`src/host_bus_pkg.sv`:
```
/*
  Shared constants and carrier types for the card-mode host bus unit.
  Assumes a single 100 MHz clock domain and 8-bit host data.
*/
package host_bus_pkg;
  localparam int          HOST_ADDR_W     = 15;
  localparam int          MEM_ADDR_W      = 17;
  localparam int          DATA_W          = 8;
  localparam logic [14:0] ATTR_CFG_OPTION = 15'h0800;
  localparam logic [14:0] ATTR_CFG_STATUS = 15'h0802;
  localparam logic [14:0] ATTR_CIS_LIMIT  = 15'h0800;
  localparam logic [1:0]  FLASH_TOP_BANK  = 2'h3;
  localparam logic        FLASH_TOP_HALF  = 1'h1;
  localparam logic [7:0]  CFG_OPTION_RST  = 8'h00;
  localparam logic [7:0]  CFG_STATUS_RST  = 8'h00;
  localparam logic [5:0]  CONF_INDEX_MASK = 6'h3f;
  localparam logic [4:0]  IO_BASE_MASK_16 = 5'h10;
  localparam logic [5:0]  IO_WIN_16       = 6'h10;
  localparam logic [5:0]  IO_WIN_40       = 6'h28;
  localparam logic [5:0]  IO_GCR          = 6'h00;
  localparam logic [5:0]  IO_BANK_SWITCH  = 6'h01;
  localparam logic [5:0]  IO_LMA_LO       = 6'h02;
  localparam logic [5:0]  IO_LMA_HI       = 6'h03;
  localparam logic [5:0]  IO_DATA_FIRST   = 6'h04;
  localparam logic [5:0]  IO_DATA_LAST    = 6'h07;
  localparam logic [5:0]  IO_XCVR_FIRST   = 6'h08;
  localparam logic [5:0]  IO_XCVR_LAST    = 6'h27;
  localparam logic [4:0]  XCVR_CTRL_11    = 5'h0b;
  localparam int          LOCK_BIT        = 4;
  localparam int          DEV_SEL_BIT     = 5;
  localparam int          BANK_HI_BIT     = 4;
  localparam int          BANK_LO_BIT     = 3;
  localparam int          EXTENDED_IO_WINDOW_BIT_BIT        = 2;
  localparam logic [7:0]  BANK_SWITCH_RST = 8'h00;
  localparam logic [7:0]  GCR_RST         = 8'h00;
  localparam logic [14:0] LMA_RST         = 15'h0000;
  localparam logic [14:0] LMA_STEP        = 15'h0001;
  localparam logic [7:0]  XCVR_RST        = 8'h00;

  typedef struct packed {
    logic [14:0] addr;
    logic [7:0]  wdata;
    logic        ce1_n;
    logic        oe_n;
    logic        we_n;
    logic        reg_n;
    logic        iord_n;
    logic        iowr_n;
  } host_bus_t;

  typedef struct packed {
    logic [16:0] addr;
    logic [7:0]  wdata;
    logic        flash_ce_n;
    logic        sram_ce_n;
    logic        rd_n;
    logic        wr_n;
  } mem_bus_t;

  typedef enum logic [2:0] {
    ST_IDLE  = 3'b001,
    ST_CYCLE = 3'b010,
    ST_DONE  = 3'b100
  } io_state_t;
endpackage

```
`src/pc_card_host_bus_unit.sv`:
```
/*
  Card-mode host bus unit: decodes host memory, attribute and I/O cycles,
  steers common memory to external SRAM/Flash, holds the card config regs.
  Assumes host strobes are asynchronous and are synchronised here; the
  external memory answers within the host strobe time.
*/
`timescale 1ns/1ps
`default_nettype none

module pc_card_host_bus_unit (
  input  wire logic        CLK_IN,          // 100 MHz clock
  input  wire logic        RST_N_IN,        // async reset, active low
  input  wire logic        ISA_STRAP_IN,    // mode strap, 1 = card mode
  input  wire logic [14:0] HOST_ADDR_IN,    // host address
  input  wire logic [7:0]  HOST_DATA_IN,    // host write data
  input  wire logic        HOST_CE1_N_IN,   // card enable
  input  wire logic        HOST_OE_N_IN,    // memory output enable
  input  wire logic        HOST_WE_N_IN,    // memory write enable
  input  wire logic        HOST_REG_N_IN,   // attribute / io select
  input  wire logic        HOST_IORD_N_IN,  // io read
  input  wire logic        HOST_IOWR_N_IN,  // io write
  input  wire logic [5:0]  IO_BASE_IN,      // io window base, 8-byte units
  output logic      [7:0]  HOST_DATA_OUT,   // host read data
  output logic             HOST_DATA_OE_OUT,// host data drive enable
  output logic             HOST_INPACK_OUT, // io read acknowledged
  output logic      [16:0] MEM_ADDR_OUT,    // memory bus address
  output logic      [7:0]  MEM_DATA_OUT,    // memory bus write data
  output logic             MEM_DATA_OE_OUT, // memory data drive enable
  input  wire logic [7:0]  MEM_DATA_IN,     // memory bus read data
  output logic             FLASH_CE_N_OUT,  // flash chip enable
  output logic             SRAM_CE_N_OUT,   // sram chip enable
  output logic             MEM_RD_N_OUT,    // memory read strobe
  output logic             MEM_WR_N_OUT,    // memory write strobe
  input  wire logic        LOCK_PIN_IN,     // lock-detect / address pin in
  output logic             LOCK_PIN_OUT,    // lock-detect pin drive value
  output logic             LOCK_PIN_OE_OUT, // lock-detect pin drive enable
  output logic             SA15_OUT         // pin as address bit, isa mode
);

  host_bus_pkg::host_bus_t s1;
  host_bus_pkg::host_bus_t hb;
  logic                    lock_s1;
  logic                    lock_sync;
  logic                    strap_s1;
  logic                    card_mode;
  logic [7:0]              cfg_option;
  logic [7:0]              cfg_status;
  logic [7:0]              gcr;
  logic [7:0]              bank_switch_reg;
  logic [14:0]             local_mem_pointer;
  logic [7:0]              xcvr_regs [0:31];
  logic                    lock_output_enable;
  host_bus_pkg::io_state_t io_state;
  host_bus_pkg::io_state_t next_io_state;

  // two-flop synchronisers on all host pins
  always_ff @(posedge CLK_IN or negedge RST_N_IN)
  begin
    if (!RST_N_IN)
    begin
      s1       <= '1;
      hb       <= '1;
      lock_s1  <= 1'b0;
      lock_sync<= 1'b0;
      strap_s1 <= 1'b0;
      card_mode<= 1'b0;
    end
    else
    begin
      s1       <= '{HOST_ADDR_IN, HOST_DATA_IN, HOST_CE1_N_IN, HOST_OE_N_IN,
                    HOST_WE_N_IN, HOST_REG_N_IN, HOST_IORD_N_IN,
                    HOST_IOWR_N_IN};
      hb       <= s1;
      lock_s1  <= LOCK_PIN_IN;
      lock_sync<= lock_s1;
      strap_s1 <= ISA_STRAP_IN;
      card_mode<= strap_s1;
    end
  end

  // decode
  logic        card_sel;
  logic        mem_cycle;
  logic        attr_cycle;
  logic        io_cycle;
  logic        io_enabled;
  logic [5:0]  io_off;
  logic [5:0]  io_size;
  logic        io_hit;
  logic        attr_cis;
  logic        attr_odd;
  logic        attr_opt;
  logic        attr_sts;

  assign card_sel   = card_mode && !hb.ce1_n;
  // memory response has no enable bit of its own
  assign mem_cycle  = card_sel && hb.reg_n
                      && (!hb.oe_n || !hb.we_n);
  assign attr_cycle = card_sel && !hb.reg_n && (!hb.oe_n || !hb.we_n);
  assign io_enabled = (cfg_option[5:0] & host_bus_pkg::CONF_INDEX_MASK)
                      != 6'h00;
  assign io_size    = bank_switch_reg[host_bus_pkg::EXTENDED_IO_WINDOW_BIT_BIT]
                      ? host_bus_pkg::IO_WIN_40
                      : host_bus_pkg::IO_WIN_16;
  assign io_off     = hb.addr[5:0] - {IO_BASE_IN[2:0], 3'h0};
  assign io_hit     = (hb.addr[14:6] == {6'h00, IO_BASE_IN[5:3]})
                      && (io_off < io_size);
  assign io_cycle   = card_sel && !hb.reg_n && io_enabled && io_hit
                      && (!hb.iord_n || !hb.iowr_n);
  assign attr_odd   = hb.addr[0];
  assign attr_cis   = hb.addr < host_bus_pkg::ATTR_CIS_LIMIT;
  assign attr_opt   = hb.addr == host_bus_pkg::ATTR_CFG_OPTION;
  assign attr_sts   = hb.addr == host_bus_pkg::ATTR_CFG_STATUS;

  logic        io_data_port;
  logic        io_xcvr;
  logic [4:0]  xcvr_idx;
  assign io_data_port = (io_off >= host_bus_pkg::IO_DATA_FIRST)
                        && (io_off <= host_bus_pkg::IO_DATA_LAST);
  assign io_xcvr      = (io_off >= host_bus_pkg::IO_XCVR_FIRST)
                        && (io_off <= host_bus_pkg::IO_XCVR_LAST)
                        && bank_switch_reg[host_bus_pkg::EXTENDED_IO_WINDOW_BIT_BIT];
  assign xcvr_idx     = 5'(io_off - host_bus_pkg::IO_XCVR_FIRST);

  // io cycle tracking: one action per host strobe
  always_comb
  begin
    next_io_state = io_state;
    case (io_state)
      host_bus_pkg::ST_IDLE:
        if (io_cycle)
          next_io_state = host_bus_pkg::ST_CYCLE;
      host_bus_pkg::ST_CYCLE:
        next_io_state = host_bus_pkg::ST_DONE;
      host_bus_pkg::ST_DONE:
        if (hb.iord_n && hb.iowr_n)
          next_io_state = host_bus_pkg::ST_IDLE;
      default:
        next_io_state = host_bus_pkg::ST_IDLE;
    endcase
  end

  always_ff @(posedge CLK_IN or negedge RST_N_IN)
  begin
    if (!RST_N_IN)
      io_state <= host_bus_pkg::ST_IDLE;
    else
      io_state <= next_io_state;
  end

  logic io_act;
  logic io_wr_act;
  assign io_act    = io_state == host_bus_pkg::ST_CYCLE;
  assign io_wr_act = io_act && !hb.iowr_n;

  // host-only register set, never seen by the core
  always_ff @(posedge CLK_IN or negedge RST_N_IN)
  begin
    if (!RST_N_IN)
    begin
      gcr             <= host_bus_pkg::GCR_RST;
      bank_switch_reg <= host_bus_pkg::BANK_SWITCH_RST;
    end
    else if (io_wr_act)
    begin
      if (io_off == host_bus_pkg::IO_GCR)
        gcr <= hb.wdata;
      if (io_off == host_bus_pkg::IO_BANK_SWITCH)
        bank_switch_reg <= hb.wdata;
    end
  end

  // pointer: loads from host, steps on every data port access
  always_ff @(posedge CLK_IN or negedge RST_N_IN)
  begin
    if (!RST_N_IN)
      local_mem_pointer <= host_bus_pkg::LMA_RST;
    else if (io_wr_act && io_off == host_bus_pkg::IO_LMA_LO)
      local_mem_pointer[7:0] <= hb.wdata;
    else if (io_wr_act && io_off == host_bus_pkg::IO_LMA_HI)
      local_mem_pointer[14:8] <= hb.wdata[6:0];
    else if (io_act && io_data_port)
      local_mem_pointer <= local_mem_pointer
                           + host_bus_pkg::LMA_STEP;
  end

  // transceiver registers reachable from the host
  genvar gi;
  generate
    for (gi = 0; gi < 32; gi++)
    begin : g_xcvr
      always_ff @(posedge CLK_IN or negedge RST_N_IN)
      begin
        if (!RST_N_IN)
          xcvr_regs[gi] <= host_bus_pkg::XCVR_RST;
        else if (io_wr_act && io_xcvr && xcvr_idx == 5'(gi))
          xcvr_regs[gi] <= hb.wdata;
      end
    end
  endgenerate

  assign lock_output_enable = gcr[6];

  // lock pin direction and value
  always_comb
  begin
    LOCK_PIN_OE_OUT = card_mode && lock_output_enable;
    LOCK_PIN_OUT    = xcvr_regs[host_bus_pkg::XCVR_CTRL_11]
                      [host_bus_pkg::LOCK_BIT];
  end

  // in isa mode the pin is an address input
  always_ff @(posedge CLK_IN or negedge RST_N_IN)
  begin
    if (!RST_N_IN)
      SA15_OUT <= 1'b0;
    else
      SA15_OUT <= !card_mode && lock_sync;
  end

  // card configuration registers
  always_ff @(posedge CLK_IN or negedge RST_N_IN)
  begin
    if (!RST_N_IN)
    begin
      cfg_option <= host_bus_pkg::CFG_OPTION_RST;
      cfg_status <= host_bus_pkg::CFG_STATUS_RST;
    end
    else if (attr_cycle && !hb.we_n)
    begin
      if (attr_opt)
        cfg_option <= hb.wdata;
      if (attr_sts)
        cfg_status <= hb.wdata;
    end
  end

  // memory bus steering
  logic mem_fwd;
  logic attr_fwd;
  logic io_fwd;
  assign mem_fwd  = mem_cycle;
  assign attr_fwd = attr_cycle && attr_cis && !attr_odd;
  assign io_fwd   = (io_state != host_bus_pkg::ST_IDLE) && io_data_port;

  always_ff @(posedge CLK_IN or negedge RST_N_IN)
  begin
    if (!RST_N_IN)
    begin
      MEM_ADDR_OUT    <= '0;
      MEM_DATA_OUT    <= '0;
      MEM_DATA_OE_OUT <= 1'b0;
      FLASH_CE_N_OUT  <= 1'b1;
      SRAM_CE_N_OUT   <= 1'b1;
      MEM_RD_N_OUT    <= 1'b1;
      MEM_WR_N_OUT    <= 1'b1;
    end
    else
    begin
      MEM_DATA_OUT    <= hb.wdata;
      FLASH_CE_N_OUT  <= 1'b1;
      SRAM_CE_N_OUT   <= 1'b1;
      MEM_RD_N_OUT    <= 1'b1;
      MEM_WR_N_OUT    <= 1'b1;
      MEM_DATA_OE_OUT <= 1'b0;
      if (mem_fwd)
      begin
        MEM_ADDR_OUT <= {bank_switch_reg[host_bus_pkg::BANK_HI_BIT],
                         bank_switch_reg[host_bus_pkg::BANK_LO_BIT],
                         hb.addr};
        FLASH_CE_N_OUT  <= !bank_switch_reg[host_bus_pkg::DEV_SEL_BIT];
        SRAM_CE_N_OUT   <= bank_switch_reg[host_bus_pkg::DEV_SEL_BIT];
        MEM_RD_N_OUT    <= hb.oe_n;
        MEM_WR_N_OUT    <= hb.we_n;
        MEM_DATA_OE_OUT <= !hb.we_n;
      end
      else if (attr_fwd)
      begin
        // flash top kilobyte, read only
        MEM_ADDR_OUT   <= {host_bus_pkg::FLASH_TOP_BANK,
                           host_bus_pkg::FLASH_TOP_HALF,
                           4'hf, hb.addr[10:1]};
        FLASH_CE_N_OUT <= 1'b0;
        MEM_RD_N_OUT   <= hb.oe_n;
      end
      else if (io_fwd)
      begin
        if (io_act)
          MEM_ADDR_OUT <= {bank_switch_reg[host_bus_pkg::BANK_HI_BIT],
                           bank_switch_reg[host_bus_pkg::BANK_LO_BIT],
                           local_mem_pointer};
        FLASH_CE_N_OUT  <= !bank_switch_reg[host_bus_pkg::DEV_SEL_BIT];
        SRAM_CE_N_OUT   <= bank_switch_reg[host_bus_pkg::DEV_SEL_BIT];
        MEM_RD_N_OUT    <= hb.iord_n;
        MEM_WR_N_OUT    <= hb.iowr_n;
        MEM_DATA_OE_OUT <= !hb.iowr_n;
      end
    end
  end

  // host read data
  logic [7:0] next_rdata;
  always_comb
  begin
    next_rdata = 8'h00;
    if (attr_cycle)
    begin
      if (attr_opt)
        next_rdata = cfg_option;
      else if (attr_sts)
        next_rdata = cfg_status;
      else if (attr_cis && !attr_odd)
        next_rdata = MEM_DATA_IN;
      else
        next_rdata = 8'h00;
    end
    else if (mem_cycle || (io_cycle && io_data_port))
      next_rdata = MEM_DATA_IN;
    else if (io_cycle)
    begin
      if (io_off == host_bus_pkg::IO_GCR)
        next_rdata = gcr;
      else if (io_off == host_bus_pkg::IO_BANK_SWITCH)
        next_rdata = bank_switch_reg;
      else if (io_off == host_bus_pkg::IO_LMA_LO)
        next_rdata = local_mem_pointer[7:0];
      else if (io_off == host_bus_pkg::IO_LMA_HI)
        next_rdata = {1'b0, local_mem_pointer[14:8]};
      else if (io_xcvr && xcvr_idx == host_bus_pkg::XCVR_CTRL_11)
      begin
        next_rdata = xcvr_regs[xcvr_idx];
        next_rdata[host_bus_pkg::LOCK_BIT] = lock_sync;
      end
      else if (io_xcvr)
        next_rdata = xcvr_regs[xcvr_idx];
    end
  end

  always_ff @(posedge CLK_IN or negedge RST_N_IN)
  begin
    if (!RST_N_IN)
    begin
      HOST_DATA_OUT    <= 8'h00;
      HOST_DATA_OE_OUT <= 1'b0;
      HOST_INPACK_OUT  <= 1'b0;
    end
    else
    begin
      HOST_DATA_OUT    <= next_rdata;
      HOST_DATA_OE_OUT <= ((mem_cycle || attr_cycle) && !hb.oe_n)
                          || (io_cycle && !hb.iord_n);
      HOST_INPACK_OUT  <= io_cycle && !hb.iord_n;
    end
  end

endmodule
`default_nettype wire

```
`config.mk`:
```
export PLATFORM = sky130hd
export DESIGN_NAME = pc_card_host_bus_unit
export DESIGN_NICKNAME = d
export VERILOG_FILES = /design/src/host_bus_pkg.sv /design/src/pc_card_host_bus_unit.sv
export SDC_FILE = /design/constraint.sdc
export NUM_CORES = 1
export LEC_CHECK = 0
export ABC_AREA = 1
export BUFFER_PORTS_ARGS = -buffer_cell sky130_fd_sc_hd__buf_2
export CORE_AREA = 8 8 184 186
export CTS_CLUSTER_SIZE = 14
export DETAILED_ROUTE_END_ITERATION = 6
export DIE_AREA = 0 0 192 194
export HOLD_SLACK_MARGIN = 0.06
export PLACE_DENSITY = 0.77
export SLEW_MARGIN = 20
export SYNTH_ARGS = -nofsm -noshare
export SYNTH_HDL_FRONTEND = slang
export SYNTH_SLANG_ARGS = --single-unit
```
`constraint.sdc`:
```
create_clock -name CLK_IN -period 6.33 [get_ports CLK_IN]
set_input_delay 0.9495 -clock CLK_IN [delete_from_list [all_inputs] [get_ports CLK_IN]]
set_output_delay 0.9495 -clock CLK_IN [all_outputs]
set_load 0.03 [all_outputs]
```
**Word-level counts from Yosys, hierarchy flattened**

Index checks and enable logic that the tools add are counted.

- Output and inout bits: 43
- Register bits: 409

- Multiplexer cells: 42
- Bitwise operators: 2
- Equality and inequality tests: 44
- $lt $le $gt $ge: 7
- Add/sub/neg operators: 3
- Reductions and logical operators: 90

Operators by type and width:

| operator | count |
|---|---|
| $mux W8 | 16 |
| $eq A5 B5 Y1 const B | 16 |
| $mux W17 | 4 |
| $logic_and A1 B1 Y1 | 61 |
| $bmux W8 S5 | 1 |
| $eq A5 B4 Y1 const B | 8 |
| $eq A15 B12 Y1 const B | 2 |
| $eq A5 B3 Y1 const B | 4 |
| $reduce_and A2 Y1 | 8 |
| $add A15 B1 Y15 const B | 1 |
| $lt A15 B12 Y1 const B | 1 |
| $mux W1 | 15 |
| $mux W15 | 1 |
| $eq A6 B2 Y1 const B | 2 |
| $eq A5 B2 Y1 const B | 2 |
| $eq A9 B3 Y1 | 1 |
| $logic_not A1 Y1 | 9 |
| $pmux W3 S3 | 1 |
| $mux W7 | 1 |
| $eq A6 B1 Y1 const B | 1 |
| $ge A6 B3 Y1 const B | 1 |
| $ge A6 B4 Y1 const B | 1 |
| $ge A6 B6 Y1 const B | 1 |
| $le A6 B3 Y1 const B | 1 |
| other kinds (20) | 29 |

**Logic depth before layout (Yosys ltp)**

- Depth in word-level cells: 15
- Depth in mapped cells: 20

**Worst setup path after synthesis**

No wires, ideal clock.

- Path kind: input port to flip-flop
- From: input IO_BASE_IN[0]
- To: register xcvr_regs[125] (netlist bit)
- Arrival time: 3,231 ps
- Stages: 13
- Library setup time: 127 ps
- Path buffers: 3
- Path slack: 2,972 ps
- Required time: 6,203 ps
- Cells stage by stage: ha_1 -> inv_1 -> fa_1 -> inv_1 -> ha_1 -> buf_2 -> clkinv_1 -> nor2_8 -> buf_12 -> nand2_4 -> buf_6 -> nand2_1 -> o21ai_2

- Word-level cells in the longest chain between the ends: 6

RTL lines:

| item | line | text |
|---|---|---|
| start: declaration | pc_card_host_bus_unit.sv:22 | `input wire logic [5:0] IO_BASE_IN,` |
| $sub A6 B6 Y6 * | pc_card_host_bus_unit.sv:105 | `assign io_off = hb.addr[5:0] - {IO_BASE_IN[2:0], 3'h0};` |
| branches (longest 4 deep; another with $sub A5 B4 Y5) | n/a |  |
| $logic_and A1 B1 Y1 * | pc_card_host_bus_unit.sv:196 | `else if (io_wr_act && io_xcvr && xcvr_idx == 5'(gi))` |
| end signal: indexed assignment | pc_card_host_bus_unit.sv:195 | `xcvr_regs[gi] <= host_bus_pkg::XCVR_RST;` |
| end signal: indexed assignment | pc_card_host_bus_unit.sv:197 | `xcvr_regs[gi] <= hb.wdata;` |
| end: declaration | pc_card_host_bus_unit.sv:51 | `logic [7:0] xcvr_regs [0:31];` |

Mark *: on every way between the ends.
A chain may end at the register's enable or synchronous reset.

**Final worst setup path**

- From: register hb[17] (netlist bit)
- To: register xcvr_regs[156] (netlist bit)

- Word-level cells in the longest chain between the ends: 6

RTL lines:

| item | line | text |
|---|---|---|
| start: declaration | pc_card_host_bus_unit.sv:41 | `host_bus_pkg::host_bus_t hb;` |
| start signal: assignment | pc_card_host_bus_unit.sv:62 | `hb <= '1;` |
| start signal: assignment | pc_card_host_bus_unit.sv:73 | `hb <= s1;` |
| $sub A6 B6 Y6 * | pc_card_host_bus_unit.sv:105 |  |
| branches (longest 4 deep; another with $sub A5 B4 Y5) | n/a |  |
| $logic_and A1 B1 Y1 * | pc_card_host_bus_unit.sv:196 |  |

Marks and branches as above.

==> results.yml <==
timing:
  setup-violations-final: 0
  report.final.hold_viol_count: 0
  finalCritPeriodShare_pct: 57.6
  finalWorstSetupSlack_ns: 2.68
  timing.max_slew.rel_slack_pct: 38.1
  worst-slew-pin-transition_ns: 0.919
  finalClockSkew_ns: 0.0190
  slew_viol_final: 0
  final_period_minus_worst_setup_slack_ns: 3.65
  max_freq_mhz: 274
  rsz_0062_raised_after_global_routing: "false"
  setup_tns_ns: 0
final_layout:
  final_core_utilization_pct: 65.1
  areaGrowthSynthToFinish_pct: 10.7
  layout_common_cells: "601 x sky130_fd_sc_hd__nand2_1, 347 x sky130_fd_sc_hd__nor2_1, 346 x sky130_fd_sc_hd__dfrtp_1"
  fin_nets: 2213
  final_design_area_no_fill_sq_um: 20200
  largest_reg_flops: 255
  largest-register: "xcvr_regs"
  top_registers: "xcvr_regs x255, s1 x29, hb x28"
  num_antenna_cells: 0
  layout.cells.most_common: "sky130_fd_sc_hd__nand2_1"
  final_layout_size_suffix_gt1_share_pct: 14.2
die:
  initial_standard_cell_utilization_of_the_core_pct: 58.8
  rows: 65
  die_width_microns: 192
  die_y_microns: 194
  io-pin-count: 90
  core_region_area_sq_um: 31100
  dieArea_sq_um: 37200
clock_tree:
  clock_tree.buffer_depth: 3
  htreeDepth: 2
  post_cts_resized: 0
  tritoncts.num_buffers: 44
  root_buffer: "sky130_fd_sc_hd__clkbuf_16"
  postCtsSetupRepairBufs: 0
  clock-sinks: 409
  cts_tree: "done"
  worstSkewPairLatency_ns: 0.54
  post_cts_hold_buffer_count: 0
  path_clk_slew_ns: 0.06
critical_path:
  critical_path_arrival_ns: 4.03
  critPathCaptureType: "flop"
  worst-endpoint-required_ns: 6.71
  setup.worst_path.class: "reg -> reg"
  critical_path_peak_fanout: 16
  worstSetupStartpointType: "flop"
detailed_routing:
  initialDrtViolationCount: 1886
  dr_total_vias: 14869
  route.detailed.drc: 0
  wl_mm: 47.7
  ant_nets: 0
  drt-vias-per-instance: 5.73
  avgRoutedWirePerCell_microns: 18.4
  drt-pass1-iter-count: 6
grt:
  grt-ovfl-total: 0
  grt_busiest_layer: "met2"
  grt_antenna_before_repair: 0
  number_of_global_route_vias_before_repair: 14513
  use_met2_pct: 38.6
  grt_first_pass_wirelength_mm: 77.0
  met1_usage_pct: 36.5
  largest_net_degree_at_the_start_of_global_routing: 192
  grt_usage_pct: 25.6
  global_route.usage.met3_pct: 5.67
power_and_ir_drop:
  comb_power_share_pct: 8.4
  cell_pwr_density_nw_per_um2: 287
  cell_internal_pwr_mw: 4.34
  standby_leakage_power_nw: 10.1
  seqPwrFrac_pct: 46.9
  clock_power_share_pct: 44.7
  power.net_switching_mw: 1.45
  ir_worst_vdd_mv: 0.297
  switching_share_pct: 25.0
run_status:
  outcome: "complete, no violations"
yosys:
  netlist_area_sq_um: 18300
  total_nets_after_synthesis: 2171
  synth_edf_count: 0
  post_synth.cell_area_avg_sq_um: 8.62
  flops_latches_synth: 409
  ys.flop_type: "sky130_fd_sc_hd__dfrtp_1"
  post_syn_instances: 2118
  ys_warn_count: 0
  synth-seq-area-share_pct: 56.5
  ys_async_rst_share_pct: 100
  post_synth_num_cell_types: 45
flow_run:
  max-cap-violations: 0
placed_design:
  post_dp_cell_area_sq_um: 18700
  io_buffers: 89
  globalplace.congestion: 0.928
  dp_slack_ns: 2.15
  detailed_placer_s_ending_hpwl_mm: 30.1
min_path:
  worstHoldPathType: "reg -> reg"
## worst max-delay path: stages (launching register included)
cell                      delay (ns)
sky130_fd_sc_hd__dfstp_2        0.56
sky130_fd_sc_hd__inv_1          0.07
sky130_fd_sc_hd__ha_1           0.18
sky130_fd_sc_hd__inv_1          0.06
sky130_fd_sc_hd__fa_1           0.47
sky130_fd_sc_hd__inv_1          0.11
sky130_fd_sc_hd__ha_1           0.15
sky130_fd_sc_hd__a31oi_1        0.10
sky130_fd_sc_hd__nand3_1        0.10
sky130_fd_sc_hd__nand2_2        0.09
sky130_fd_sc_hd__nor2_4         0.21
sky130_fd_sc_hd__nand2_4        0.13
sky130_fd_sc_hd__nor2_8         0.42
sky130_fd_sc_hd__nand2_1        0.52
sky130_fd_sc_hd__nand2_1        0.19
sky130_fd_sc_hd__o21ai_0        0.11
## cells by family after synthesis
| family | after synthesis | share of synthesized area [%] |
|---|---|---|
| AO/OA/AOI/OAI | 411 | 12.7 |
| buffers and inverters | 211 | 5.69 |
| flip-flops | 409 | 56.5 |
| XOR/XNOR | 8 | 0.384 |
| AND/OR/NAND/NOR | 1073 | 24.3 |
| adder cells (fa/ha/maj) | 6 | 0.452 |
## synthesized netlist by cell type (3+ instances only)
cell	n	area (sq um)
sky130_fd_sc_hd__a21oi_1	21	105
sky130_fd_sc_hd__a22oi_1	11	82.6
sky130_fd_sc_hd__a31oi_1	7	43.8
sky130_fd_sc_hd__buf_2	36	180
sky130_fd_sc_hd__buf_4	5	37.5
sky130_fd_sc_hd__buf_6	20	225
sky130_fd_sc_hd__clkbuf_1	46	173
sky130_fd_sc_hd__clkinv_1	5	18.8
sky130_fd_sc_hd__dfrtp_1	346	8660
sky130_fd_sc_hd__dfstp_2	63	1660
sky130_fd_sc_hd__ha_1	5	62.6
sky130_fd_sc_hd__inv_1	93	349
sky130_fd_sc_hd__inv_2	4	15.0
sky130_fd_sc_hd__nand2_1	605	2270
sky130_fd_sc_hd__nand2_2	3	18.8
sky130_fd_sc_hd__nand2_4	21	236
sky130_fd_sc_hd__nand3_1	37	185
sky130_fd_sc_hd__nand3b_1	3	22.5
sky130_fd_sc_hd__nand4_1	25	156
sky130_fd_sc_hd__nor2_1	348	1310
sky130_fd_sc_hd__nor2_2	5	31.3
sky130_fd_sc_hd__nor2_4	4	45.0
sky130_fd_sc_hd__nor3_1	9	45.0
sky130_fd_sc_hd__nor4_1	3	18.8
sky130_fd_sc_hd__o211ai_1	22	165
sky130_fd_sc_hd__o21ai_0	151	756
sky130_fd_sc_hd__o21ai_1	137	686
sky130_fd_sc_hd__o21ai_2	25	219
sky130_fd_sc_hd__o221ai_1	10	87.6
sky130_fd_sc_hd__o22ai_1	21	131
sky130_fd_sc_hd__xor2_1	8	70.1
## layout make-up
| cell class | count | area (sq um) |
|---|---|---|
| clock inverters | 16 | 183 |
| clock buffers | 65 | 1290 |
| multi-input cells | 1498 | 6920 |
| fillers | 2566 | 10800 |
| well taps | 402 | 503 |
| inverters | 102 | 383 |
| flip-flops and latches | 409 | 10300 |
| repair buffers | 105 | 621 |
## path summary, 6_finish.rpt
| path | slack [ns] | endpoint | from | cells after the start |
|---|---|---|---|---|
| worst max-delay path | 2.68 | xcvr_regs[156] | hb[17] | 15 |
| worst min-delay path | 0.35 | hb[12] | s1[12] | 0 |
| worst max register to register | 2.68 | xcvr_regs[156] | hb[17] | 15 |
| worst min register to register | 0.35 | hb[12] | s1[12] | 0 |
| max in group asynchronous | 4.63 | HOST_INPACK_OUT | RST_N_IN | 3 |
| min in group asynchronous | 0.36 | xcvr_regs[128] | RST_N_IN | 1 |
## per-stage QoR
step                cells  hold slack [ns]  power (mW)
floorplan            2118            0.331        3.03
global placement     2515            0.332        3.23
detailed placement   2515            0.337        3.24
CTS                  2596            0.346        5.82
global route         2597            0.343        5.97
finish               2597            0.345        5.79
## power by group through the flow
stage | sequential, mW | clock [mW] | combinational [mW]
floorplan | 2.80 | 0 | 0.233
global placement | 2.76 | 0 | 0.469
detailed placement | 2.76 | 0 | 0.476
CTS | 2.72 | 2.62 | 0.480
global route | 2.72 | 2.72 | 0.532
finish | 2.72 | 2.59 | 0.485
## routing by layer
layer / wire length, microns / up-vias
li1: - / 6934
met1: 20500 / 7204
met2: 21800 / 634
met3: 4090 / 97
met4: 1280 / 0
met5: 0 / -
(Power assumes the default switching activity.)
